$ cat src/shared/ebz_pkg.sv
// constants, field layout and helpers for the zoned external bus timing block
// assumes one system clock; register indices are word indices, byte address is four times the index
package ebz_pkg;
  // register word indices and byte address
  localparam logic [15:0] ZONE0_TIMING_IDX     = 16'h0b20;
  localparam logic [15:0] ZONE1_TIMING_IDX     = 16'h0b22;
  localparam logic [15:0] ZONE2_TIMING_IDX     = 16'h0b24;
  localparam logic [15:0] ZONE3_SLOT_IDX       = 16'h0b26;
  localparam logic [15:0] ZONE4_SLOT_IDX       = 16'h0b28;
  localparam logic [15:0] ZONE5_SLOT_IDX       = 16'h0b2a;
  localparam logic [15:0] ZONE6_TIMING_IDX     = 16'h0b2c;
  localparam logic [15:0] ZONE7_TIMING_IDX     = 16'h0b2e;
  localparam logic [15:0] CONFIG_FIRST_IDX     = 16'h0b32;
  localparam logic [15:0] INTERFACE_CONFIG_IDX = 16'h0b34;
  localparam logic [15:0] BANK_CONTROL_IDX     = 16'h0b38;
  localparam logic [15:0] REVISION_IDX         = 16'h0b3a;
  localparam int unsigned ADDR_W               = 16;

  // zone timing register fields
  localparam int unsigned TM_SCALE_BIT   = 22;
  localparam int unsigned TM_WIDTH_LSB   = 16;
  localparam int unsigned TM_ASYNC_BIT   = 15;
  localparam int unsigned TM_WAIT_EN_BIT = 14;
  localparam int unsigned RD_LEAD_LSB    = 12;
  localparam int unsigned RD_ACT_LSB     = 9;
  localparam int unsigned RD_TRAIL_LSB   = 7;
  localparam int unsigned WR_LEAD_LSB    = 5;
  localparam int unsigned WR_ACT_LSB     = 2;
  localparam int unsigned WR_TRAIL_LSB   = 0;
  localparam logic [31:0] TIMING_MASK    = 32'h0043ffff;
  localparam logic [31:0] TIMING_RESET   = 32'h0043ffff;

  // interface config, bank control, revision
  localparam int unsigned CFG_TIMCLK_BIT = 0;
  localparam int unsigned CFG_BUSY_BIT   = 16;
  localparam logic [31:0] CFG_MASK       = 32'h00000001;
  localparam logic [31:0] CFG_RESET      = 32'h00000001;
  localparam logic [31:0] BANK_MASK      = 32'h0000ffff;
  localparam logic [31:0] BANK_RESET     = 32'h00000000;
  localparam logic [15:0] REVISION_VALUE = 16'h0a5c; // arbitrary value

  localparam logic [1:0] RESP_OKAY   = 2'b00;
  localparam logic [1:0] RESP_SLVERR = 2'b10;
  localparam logic [5:0] CNT_ONE     = 6'h01;

  typedef enum logic [1:0] {
    EBZ_IDLE   = 2'b00,
    EBZ_LEAD   = 2'b01,
    EBZ_ACTIVE = 2'b10,
    EBZ_TRAIL  = 2'b11
  } ebz_phase_e;

  // byte address of a register index
  function automatic logic [ADDR_W-1:0] ebz_byte_addr(input logic [15:0] idx);
    ebz_byte_addr = {idx[13:0], 2'b00};
  endfunction

  // lead or trail length in system clocks
  function automatic logic [5:0] ebz_edge_cycles(input logic [1:0] v, input logic scale, input logic tclk);
    ebz_edge_cycles = {4'h0, v} << ({1'b0, scale} + {1'b0, tclk});
  endfunction

  // active length in system clocks, implied cycle included
  function automatic logic [5:0] ebz_active_cycles(input logic [2:0] v, input logic scale, input logic tclk);
    logic [5:0] base;
    base = {3'h0, v} << ({1'b0, scale} + {1'b0, tclk});
    ebz_active_cycles = base + (tclk ? 6'h02 : 6'h01);
  endfunction
endpackage

$ cat src/ebz_top.sv
// zoned external bus timing: register file on AXI4-Lite plus the lead/active/trail sequencer
// assumes acc_* requests come from the processor side in the aclk domain and wait for acc_done
`timescale 1ns/1ps

module ebz_top
(
  input  wire logic                      aclk,
  input  wire logic                      aresetn,
  input  wire logic [ebz_pkg::ADDR_W-1:0] s_axi_awaddr,
  input  wire logic                      s_axi_awvalid,
  output logic                           s_axi_awready,
  input  wire logic [31:0]               s_axi_wdata,
  input  wire logic [3:0]                s_axi_wstrb,
  input  wire logic                      s_axi_wvalid,
  output logic                           s_axi_wready,
  output logic [1:0]                     s_axi_bresp,
  output logic                           s_axi_bvalid,
  input  wire logic                      s_axi_bready,
  input  wire logic [ebz_pkg::ADDR_W-1:0] s_axi_araddr,
  input  wire logic                      s_axi_arvalid,
  output logic                           s_axi_arready,
  output logic [31:0]                    s_axi_rdata,
  output logic [1:0]                     s_axi_rresp,
  output logic                           s_axi_rvalid,
  input  wire logic                      s_axi_rready,
  input  wire logic                      acc_req,
  input  wire logic [2:0]                acc_zone,
  input  wire logic                      acc_write,
  input  wire logic                      ext_wait_input,
  output logic [7:0]                     zone_select_n,
  output logic                           read_strobe_n,
  output logic                           write_strobe_n,
  output logic                           acc_done,
  output logic [1:0]                     acc_phase
);
  import ebz_pkg::*;

  logic [31:0] timing_reg [0:7];
  logic [31:0] config_reg;
  logic [31:0] bank_reg;
  logic        aw_held_reg;
  logic        w_held_reg;
  logic [ADDR_W-1:0] awaddr_reg;
  logic [31:0] wdata_reg;
  logic [3:0]  wstrb_reg;
  ebz_phase_e  phase_reg;
  logic [31:0] latched_reg;
  logic        lat_write_reg;
  logic        lat_tclk_reg;

  logic        aw_ok;
  logic        w_ok;
  logic        do_write;
  logic [ADDR_W-1:0] wr_addr;
  logic [31:0] wr_data;
  logic [3:0]  wr_strb;
  logic [31:0] rd_value;
  logic        rd_mapped;
  logic        wr_mapped;
  logic        ready_seen;
  logic        cnt_last;
  logic        cnt_load;
  logic [5:0]  cnt_val;
  logic        lat_scale;
  logic        wait_gate;
  logic [1:0]  lead_f;
  logic [2:0]  act_f;
  logic [1:0]  trail_f;
  logic [5:0]  trail_cycles;
  logic [2:0]  acc_zone_hold;
  logic [2:0]  wr_zone;
  logic        wr_zone_hit;

  // merge byte lanes into a stored value, keeping only implemented bits
  function automatic logic [31:0] merge_strb(input logic [31:0] old_v, input logic [31:0] new_v,
                                             input logic [3:0] strb, input logic [31:0] mask);
    logic [31:0] m;
    m = {{8{strb[3]}}, {8{strb[2]}}, {8{strb[1]}}, {8{strb[0]}}};
    merge_strb = ((old_v & ~m) | (new_v & m)) & mask;
  endfunction

  // zones with a live timing register
  function automatic logic zone_live(input logic [2:0] z);
    zone_live = (z <= 3'h2) || (z >= 3'h6);
  endfunction

  // whether a byte address is a timing slot, and its zone number if so
  function automatic logic zone_addr(input logic [ADDR_W-1:0] a, output logic [2:0] z);
    logic hit;
    hit = 1'b0;
    z = 3'h0;
    for (int i = 0; i < 8; i++)
    begin
      if (a == ebz_byte_addr(ZONE0_TIMING_IDX + 16'(2 * i)))
      begin
        hit = 1'b1;
        z = 3'(i);
      end
    end
    zone_addr = hit;
  endfunction

  // write channel acceptance: each channel held until both are present
  assign aw_ok    = s_axi_awvalid && s_axi_awready;
  assign w_ok     = s_axi_wvalid && s_axi_wready;
  assign wr_addr  = aw_held_reg ? awaddr_reg : s_axi_awaddr;
  assign wr_data  = w_held_reg ? wdata_reg : s_axi_wdata;
  assign wr_strb  = w_held_reg ? wstrb_reg : s_axi_wstrb;
  assign do_write = (aw_held_reg || aw_ok) && (w_held_reg || w_ok) && !s_axi_bvalid;

  always_ff @(posedge aclk)
  begin
    if (!aresetn)
    begin
      aw_held_reg   <= 1'b0;
      w_held_reg    <= 1'b0;
      awaddr_reg    <= '0;
      wdata_reg     <= 32'h00000000;
      wstrb_reg     <= 4'h0;
      s_axi_awready <= 1'b0;
      s_axi_wready  <= 1'b0;
    end
    else
    begin
      if (do_write)
        aw_held_reg <= 1'b0;
      else if (aw_ok)
        aw_held_reg <= 1'b1;
      if (do_write)
        w_held_reg <= 1'b0;
      else if (w_ok)
        w_held_reg <= 1'b1;
      if (aw_ok)
        awaddr_reg <= s_axi_awaddr;
      if (w_ok)
      begin
        wdata_reg <= s_axi_wdata;
        wstrb_reg <= s_axi_wstrb;
      end
      // ready drops once a beat is held or a response is pending
      s_axi_awready <= !(aw_held_reg || aw_ok) && !do_write && !s_axi_bvalid;
      s_axi_wready  <= !(w_held_reg || w_ok) && !do_write && !s_axi_bvalid;
    end
  end

  // write decode; reserved slots answer okay but store nothing
  always_comb
  begin
    wr_zone     = 3'h0;
    wr_zone_hit = zone_addr(wr_addr, wr_zone);
    wr_mapped   = wr_zone_hit
             || (wr_addr == ebz_byte_addr(CONFIG_FIRST_IDX))
             || (wr_addr == ebz_byte_addr(INTERFACE_CONFIG_IDX))
             || (wr_addr == ebz_byte_addr(BANK_CONTROL_IDX))
             || (wr_addr == ebz_byte_addr(REVISION_IDX));
  end

  // per-zone timing storage, written independently
  always_ff @(posedge aclk)
  begin
    if (!aresetn)
    begin
      for (int i = 0; i < 8; i++)
        timing_reg[i] <= zone_live(3'(i)) ? TIMING_RESET : 32'h00000000;
    end
    else if (do_write && wr_zone_hit && zone_live(wr_zone))
      timing_reg[wr_zone] <= merge_strb(timing_reg[wr_zone], wr_data, wr_strb, TIMING_MASK);
  end

  // interface config and bank control
  always_ff @(posedge aclk)
  begin
    if (!aresetn)
    begin
      config_reg <= CFG_RESET;
      bank_reg   <= BANK_RESET;
    end
    else if (do_write)
    begin
      if (wr_addr == ebz_byte_addr(INTERFACE_CONFIG_IDX))
        config_reg <= merge_strb(config_reg, wr_data, wr_strb, CFG_MASK);
      if (wr_addr == ebz_byte_addr(BANK_CONTROL_IDX))
        bank_reg <= merge_strb(bank_reg, wr_data, wr_strb, BANK_MASK);
    end
  end

  // write response one cycle after both beats are in
  always_ff @(posedge aclk)
  begin
    if (!aresetn)
    begin
      s_axi_bvalid <= 1'b0;
      s_axi_bresp  <= RESP_OKAY;
    end
    else if (do_write)
    begin
      s_axi_bvalid <= 1'b1;
      s_axi_bresp  <= wr_mapped ? RESP_OKAY : RESP_SLVERR;
    end
    else if (s_axi_bready)
      s_axi_bvalid <= 1'b0;
  end

  // read decode; busy flag shows the sequencer's own state
  always_comb
  begin
    logic [2:0] z;
    z = 3'h0;
    rd_value  = 32'h00000000;
    rd_mapped = 1'b1;
    if (zone_addr(s_axi_araddr, z))
      rd_value = timing_reg[z];
    else if (s_axi_araddr == ebz_byte_addr(INTERFACE_CONFIG_IDX))
    begin
      rd_value = config_reg;
      rd_value[CFG_BUSY_BIT] = (phase_reg != EBZ_IDLE);
    end
    else if (s_axi_araddr == ebz_byte_addr(BANK_CONTROL_IDX))
      rd_value = bank_reg;
    else if (s_axi_araddr == ebz_byte_addr(REVISION_IDX))
      rd_value = {16'h0000, REVISION_VALUE};
    else if (s_axi_araddr != ebz_byte_addr(CONFIG_FIRST_IDX))
      rd_mapped = 1'b0;
  end

  // read channel: address taken when no data is pending, data next cycle
  always_ff @(posedge aclk)
  begin
    if (!aresetn)
    begin
      s_axi_arready <= 1'b0;
      s_axi_rvalid  <= 1'b0;
      s_axi_rdata   <= 32'h00000000;
      s_axi_rresp   <= RESP_OKAY;
    end
    else
    begin
      s_axi_arready <= !s_axi_rvalid && !(s_axi_arvalid && s_axi_arready);
      if (s_axi_arvalid && s_axi_arready)
      begin
        s_axi_rvalid <= 1'b1;
        s_axi_rdata  <= rd_value;
        s_axi_rresp  <= rd_mapped ? RESP_OKAY : RESP_SLVERR;
      end
      else if (s_axi_rready)
        s_axi_rvalid <= 1'b0;
    end
  end

  // fields of the snapshot taken at access start
  assign lat_scale = latched_reg[TM_SCALE_BIT];
  assign lead_f    = lat_write_reg ? latched_reg[WR_LEAD_LSB +: 2] : latched_reg[RD_LEAD_LSB +: 2];
  assign act_f     = lat_write_reg ? latched_reg[WR_ACT_LSB +: 3] : latched_reg[RD_ACT_LSB +: 3];
  assign trail_f   = lat_write_reg ? latched_reg[WR_TRAIL_LSB +: 2] : latched_reg[RD_TRAIL_LSB +: 2];
  assign trail_cycles = ebz_edge_cycles(trail_f, lat_scale, lat_tclk_reg);
  // mode bit only matters behind the enable
  assign wait_gate = latched_reg[TM_WAIT_EN_BIT] ? ready_seen : 1'b1;

  ebz_wait_sync u_wait_sync
  (
    .aclk      (aclk),
    .aresetn   (aresetn),
    .wait_in   (ext_wait_input),
    .async_sel (latched_reg[TM_ASYNC_BIT]),
    .ready_out (ready_seen)
  );

  // counter loads at each phase entry
  always_comb
  begin
    cnt_load = 1'b0;
    cnt_val  = CNT_ONE;
    unique case (phase_reg)
      EBZ_IDLE:
      begin
        cnt_load = acc_req && zone_live(acc_zone);
        cnt_val  = ebz_edge_cycles(acc_write ? timing_reg[acc_zone][WR_LEAD_LSB +: 2]
                                             : timing_reg[acc_zone][RD_LEAD_LSB +: 2],
                                   timing_reg[acc_zone][TM_SCALE_BIT], config_reg[CFG_TIMCLK_BIT]);
      end
      EBZ_LEAD:
      begin
        cnt_load = cnt_last;
        cnt_val  = ebz_active_cycles(act_f, lat_scale, lat_tclk_reg);
      end
      EBZ_ACTIVE:
      begin
        cnt_load = cnt_last && wait_gate;
        cnt_val  = trail_cycles;
      end
      EBZ_TRAIL:
      begin
        cnt_load = 1'b0;
        cnt_val  = CNT_ONE;
      end
    endcase
  end

  ebz_phase_counter #(.CNT_W(6)) u_phase_counter
  (
    .aclk     (aclk),
    .aresetn  (aresetn),
    .load     (cnt_load),
    .load_val (cnt_val),
    .last     (cnt_last)
  );

  // access sequencer; timing is frozen for the whole access
  always_ff @(posedge aclk)
  begin
    if (!aresetn)
    begin
      phase_reg     <= EBZ_IDLE;
      latched_reg   <= TIMING_RESET;
      lat_write_reg <= 1'b0;
      lat_tclk_reg  <= 1'b1;
      acc_done      <= 1'b0;
    end
    else
    begin
      acc_done <= 1'b0;
      unique case (phase_reg)
        EBZ_IDLE:
          if (acc_req)
          begin
            if (zone_live(acc_zone))
            begin
              latched_reg   <= timing_reg[acc_zone];
              lat_write_reg <= acc_write;
              lat_tclk_reg  <= config_reg[CFG_TIMCLK_BIT];
              phase_reg     <= EBZ_LEAD;
            end
            else
              acc_done <= 1'b1; // reserved zone completes with no strobe
          end
        EBZ_LEAD:
          if (cnt_last)
            phase_reg <= EBZ_ACTIVE;
        EBZ_ACTIVE:
          // minimum stretch then held while ready is low
          if (cnt_last && wait_gate)
          begin
            if (trail_cycles == 6'h00)
            begin
              phase_reg <= EBZ_IDLE;
              acc_done  <= 1'b1;
            end
            else
              phase_reg <= EBZ_TRAIL;
          end
        EBZ_TRAIL:
          if (cnt_last)
          begin
            phase_reg <= EBZ_IDLE;
            acc_done  <= 1'b1;
          end
      endcase
    end
  end

  // strobe pins follow the phase one cycle later, all registered
  always_ff @(posedge aclk)
  begin
    if (!aresetn)
    begin
      zone_select_n  <= 8'hff;
      read_strobe_n  <= 1'b1;
      write_strobe_n <= 1'b1;
      acc_phase      <= EBZ_IDLE;
    end
    else
    begin
      zone_select_n  <= 8'hff;
      acc_phase      <= phase_reg;
      read_strobe_n  <= !((phase_reg == EBZ_ACTIVE) && !lat_write_reg);
      write_strobe_n <= !((phase_reg == EBZ_ACTIVE) && lat_write_reg);
      if (phase_reg != EBZ_IDLE)
        zone_select_n <= ~(8'h01 << acc_zone_hold);
    end
  end

  // zone of the running access
  always_ff @(posedge aclk)
  begin
    if (!aresetn)
      acc_zone_hold <= 3'h0;
    else if (phase_reg == EBZ_IDLE && acc_req)
      acc_zone_hold <= acc_zone;
  end
endmodule

$ cat src/ebz_wait_sync.sv
// ready input conditioning: direct path for synchronous zones, two-flop path for asynchronous ones
// assumes wait_in may change at any time when used asynchronously
`timescale 1ns/1ps
module ebz_wait_sync
(
  input  wire logic aclk,
  input  wire logic aresetn,
  input  wire logic wait_in,
  input  wire logic async_sel,
  output logic      ready_out
);
  logic meta_reg;
  logic sync_reg;

  // two-flop synchroniser; first stage feeds only the second
  always_ff @(posedge aclk)
  begin
    if (!aresetn)
    begin
      meta_reg <= 1'b0;
      sync_reg <= 1'b0;
    end
    else
    begin
      meta_reg <= wait_in;
      sync_reg <= meta_reg;
    end
  end

  // async mode costs two cycles of latency on the ready edge
  assign ready_out = async_sel ? sync_reg : wait_in;
endmodule

$ cat src/ebz_phase_counter.sv
// down counter for one access phase; reports the last cycle of the phase
// assumes load and run are never asked in the same cycle by the owner
`timescale 1ns/1ps
module ebz_phase_counter
#(
  parameter int unsigned CNT_W = 6
)
(
  input  wire logic             aclk,
  input  wire logic             aresetn,
  input  wire logic             load,
  input  wire logic [CNT_W-1:0] load_val,
  output logic                  last
);
  logic [CNT_W-1:0] cnt_reg;

  // zero or one both mean the phase ends now, so illegal values never hang
  always_ff @(posedge aclk)
  begin
    if (!aresetn)
      cnt_reg <= '0;
    else if (load)
      cnt_reg <= load_val;
    else if (cnt_reg > CNT_W'(1))
      cnt_reg <= cnt_reg - CNT_W'(1);
  end

  assign last = (cnt_reg <= CNT_W'(1));
endmodule

$ cat config.mk
export PLATFORM = sky130hd
export DESIGN_NAME = ebz_top
export DESIGN_NICKNAME = d
export VERILOG_FILES = /design/src/shared/ebz_pkg.sv /design/src/ebz_top.sv /design/src/ebz_wait_sync.sv /design/src/ebz_phase_counter.sv
export SDC_FILE = /design/constraint.sdc
export NUM_CORES = 1
export LEC_CHECK = 0
export ABC_AREA = 1
export ABC_CLOCK_PERIOD_IN_PS = 8100
export BUFFER_PORTS_ARGS = -buffer_cell sky130_fd_sc_hd__buf_2
export CAP_MARGIN = 15
export CORE_ASPECT_RATIO = 1.5
export CORE_MARGIN = 4
export CORE_UTILIZATION = 31
export CTS_BUF_LIST = sky130_fd_sc_hd__clkbuf_8
export CTS_CLUSTER_SIZE = 30
export DETAILED_ROUTE_END_ITERATION = 12
export PLACE_DENSITY = 0.49
export SYNTH_ARGS = -nofsm -noshare
export SYNTH_HDL_FRONTEND = slang
export SYNTH_SLANG_ARGS = --single-unit
$ cat constraint.sdc
create_clock -name aclk -period 8.1 [get_ports aclk]
set_input_delay 1.215 -clock aclk [delete_from_list [all_inputs] [get_ports aclk]]
set_output_delay 1.215 -clock aclk [all_outputs]
set_load 0.05 [all_outputs]
==> insert_results.sql <==
INSERT INTO impl_metrics (metric_group, metric, value, unit) VALUES
('outcome', 'status', 'completed', ''),
('die', 'height_of_the_chip', '283.2', 'um'),
('global_route', 'grt_antenna_before_repair', '1', ''),
('critical_path', 'r2r_setup_slack', '4.25', 'ns'),
('power_and_ir_drop', 'power_switching_share', '33.19', '%'),
('global_route', 'grt_usage', '20.64', '%'),
('placed_design', 'placed_area', '16880', 'um^2'),
('run', 'cap_viol_max_count', '0', ''),
('clock_tree', 'clk_pin_slew', '0.06', 'ns'),
('yosys', 'dominant_combinational_cell_family_by_area_after_synthesis', 'simple AND/OR/NAND/NOR gates', ''),
('clock_tree', 'tritoncts_buffers', '48', ''),
('finish', 'largest_register_ff_count', '152', ''),
('sta', 'grt_setup_unrepaired', 'false', ''),
('placed_design', 'placement.io_buffers', '105', ''),
('critical_path', 'end_point_of_the_critical_path', 'timing_reg[1][11]', ''),
('global_route', 'total_congestion_overflow_after_global_routing', '0', ''),
('global_route', 'grt_pass1_wl', '85.50', 'mm'),
('yosys', 'synth_compound_gate_area_share', '14.30', '%'),
('critical_path', 'crit_path_max_fanout', '32', ''),
('critical_path', 'path_buf_inv', '4', ''),
('power_and_ir_drop', 'vdd.ir_drop.worst', '0.1329', 'mV'),
('clock_tree', 'clock-root-buffer', 'clkbuf_8', ''),
('critical_path', 'critical_path.reg2reg.endpoint', 'timing_reg[1][11]', ''),
('yosys', 'netlist_instances', '2165', ''),
('critical_path', 'cp_cell_sequence', 'buf_2 > nand2_1 > inv_1 > nor2_1 > inv_1 > nand2_1 > nor2_1 > nand3_2 > inv_2 > nand3_4 > o21ai_4', ''),
('clock_tree', 'cts_resized', '0', ''),
('critical_path', 'regToRegStartpoint', 's_axi_wready', ''),
('clock_tree', 'cts.path.max_buffers', '3', ''),
('sta', 'setup_total_negative_slack', '0', 'ns'),
('drt', 'drc_errors', '0', ''),
('global_route', 'grt_start_max_net_pins', '81', ''),
('die', 'design.core.area', '49800', 'um^2'),
('yosys', 'adder_cell_area_share_of_the_yosys_netlist', '0.6078', '%'),
('drt', 'routed_wirelength', '57.48', 'mm'),
('yosys', 'yosysWarnings', '0', ''),
('power_and_ir_drop', 'intPower', '0.002494', 'W'),
('placed_design', 'place.gp.congestion', '0.8533', ''),
('finish', 'area.sequential', '7047', 'um^2'),
('power_and_ir_drop', 'p_clk_share', '35.9', '%'),
('critical_path', 'endpoint_kind', 'flip-flop', ''),
('power_and_ir_drop', 'power_leakage', '8.323', 'nW'),
('clock_tree', 'htree_levels', '2', ''),
('placed_design', 'dp_hpwl', '37.36', 'mm'),
('yosys', 'netlist-cell-type-count', '51', ''),
('power_and_ir_drop', 'power.switching', '0.001239', 'W'),
('yosys', 'yosys-mux-area-fraction', '0.3199', '%'),
('min_path', 'hold_crit_class', 'reg -> reg', ''),
('finish', 'area.growth.synth_to_final', '14.37', '%'),
('critical_path', 'critPathLaunchType', 'input pin', ''),
('clock_tree', 'tritoncts', 'yes', ''),
('drt', 'antenna_left', '0', ''),
('critical_path', 'worst-endpoint-required', '8.31', 'ns'),
('yosys', 'synth_edf_count', '152', ''),
('yosys', 'synth_flop_cell', 'edfxtp_1', ''),
('sta', 'period_share', '51.77', '%'),
('finish', 'design_area', '17890', 'um^2'),
('critical_path', 'critPathKind', 'in -> reg', ''),
('sta', 'min_period', '4.193', 'ns'),
('yosys', 'post_synth.cell_area_avg', '7.227', 'um^2'),
('power_and_ir_drop', 'share_of_power_burned_in_registers', '43.5', '%'),
('die', 'chipWidth', '191.4', 'um'),
('die', 'die_area', '54200', 'um^2'),
('critical_path', 'r2r_cells', '10', ''),
('power_and_ir_drop', 'pwrdens', '208.6', 'nW/um^2'),
('finish', 'nets', '2376', ''),
('drt', 'initialDrtViolationCount', '1119', ''),
('die', 'ioPinCount', '135', ''),
('sta', 'report.final.setup_viol', '0', ''),
('yosys', 'post_synth_xor_area_fraction', '0.2239', '%'),
('die', 'starting_density', '31.42', '%'),
('finish', 'multiInputGateArea', '7176', 'um^2');
cells by family (layout without fill, tap and decap cells):
family          Yosys count  count (layout)
compound gates          402             402
xor+xnor                  4               4
fa+ha+maj                 7               7
buf+inv                 426             518
flops                   276             276
mux                       5               5
other cells               1              74
simple gates           1044            1044
tightest hold or removal path, cell delays in order, from the launching register on:
cell     delay [ns]
dfxtp_1        0.31
nand2_1        0.05
inv_1          0.05
routing by layer:
metal | up-vias | global-route usage [%] | part of all wire, %
met4 | 0 | 12.16 | 6.7
met3 | 147 | 2.943 | 6.1
li1 | 7210 | - | -
met1 | 6826 | 23.71 | 38
met2 | 548 | 36.06 | 49
met5 | - | 0 | 0
layout make-up:
type,instances,area share [%]
Multi-Input combinational cell,1534,40.10
Sequential cell,276,39.38
Inverter,302,6.335
Clock buffer,65,4.999
Tap cell,663,4.636
Timing Repair Buffer,126,3.888
Clock inverter,25,0.6363
Antenna cell,2,0.02797
cells in the mapped netlist (all sizes together) (2+ instances only):
library cell,count,area [um^2]
a211oi,3,22.52
nand2,630,2395
o21ai,226,1135
mux2i,5,50.05
a221oi,9,78.83
o311ai,2,17.52
clkbuf,63,236.5
o221ai,3,32.53
buf,61,400.4
a32oi,3,26.28
nand4,13,87.58
clkinv,4,15.01
a211o,3,26.28
nor2,192,830.8
inv,298,1119
ha,6,75.07
o211ai,22,165.2
nand3,193,1006
o22ai,4,25.02
xor2,3,26.28
o2111ai,10,87.58
edfxtp,152,4564
a21oi,109,549.3
o21bai,3,33.78
a31oi,2,12.51
dfxtp,124,2482
nor3,9,45.04
or2,6,37.54
per-stage QoR:
step	hold WS (ns)	setup WS, ns	total power, W	cells	util [%]
after CTS	0.4361	3.921	0.003773	2991	35.92
final	0.4275	3.907	0.003733	2993	35.93
after detailed placement	0.4174	3.290	0.002422	2901	33.90
after global routing	0.4557	3.700	0.003926	2992	35.93
after global placement	0.4007	3.340	0.002412	2901	33.90
after floorplan	0.3905	4.040	0.002182	2236	-
layout by cell type, fill, tap and decap left out, drive strengths merged, types with 5 or more instances in the layout:
master   count
nand2      630
inv        314
o21ai      226
nand3      193
nor2       192
edfxtp     152
buf        126
dfxtp      124
a21oi      109
conb        72
clkbuf      65
o211ai      22
nand4       13
clkinv      13
o2111ai     10
nor3         9
a221oi       9
ha           6
or2          6
mux2i        5
power groups by stage:
stage	clock network (W)	registers, W	logic, W
after floorplan	0	0.00169	0.000488
after global placement	0	0.00165	0.000760
after detailed placement	0	0.00166	0.000767
after CTS	0.00138	0.00163	0.000771
after global routing	0.00143	0.00164	0.000859
final	0.00134	0.00163	0.000769
worst min path at each step:
stage | start | end | slack [ns] | cells after the start
after CTS | u_wait_sync.meta_reg | u_wait_sync.sync_reg | 0.44 | 2
after floorplan | u_wait_sync.meta_reg | u_wait_sync.sync_reg | 0.39 | 2
after global placement | u_wait_sync.meta_reg | u_wait_sync.sync_reg | 0.40 | 2
after detailed placement | u_wait_sync.meta_reg | u_wait_sync.sync_reg | 0.42 | 2
after global routing | u_wait_sync.meta_reg | u_wait_sync.sync_reg | 0.46 | 2
final | u_wait_sync.meta_reg | u_wait_sync.sync_reg | 0.43 | 2
Power figures use the tool's default switching activity.
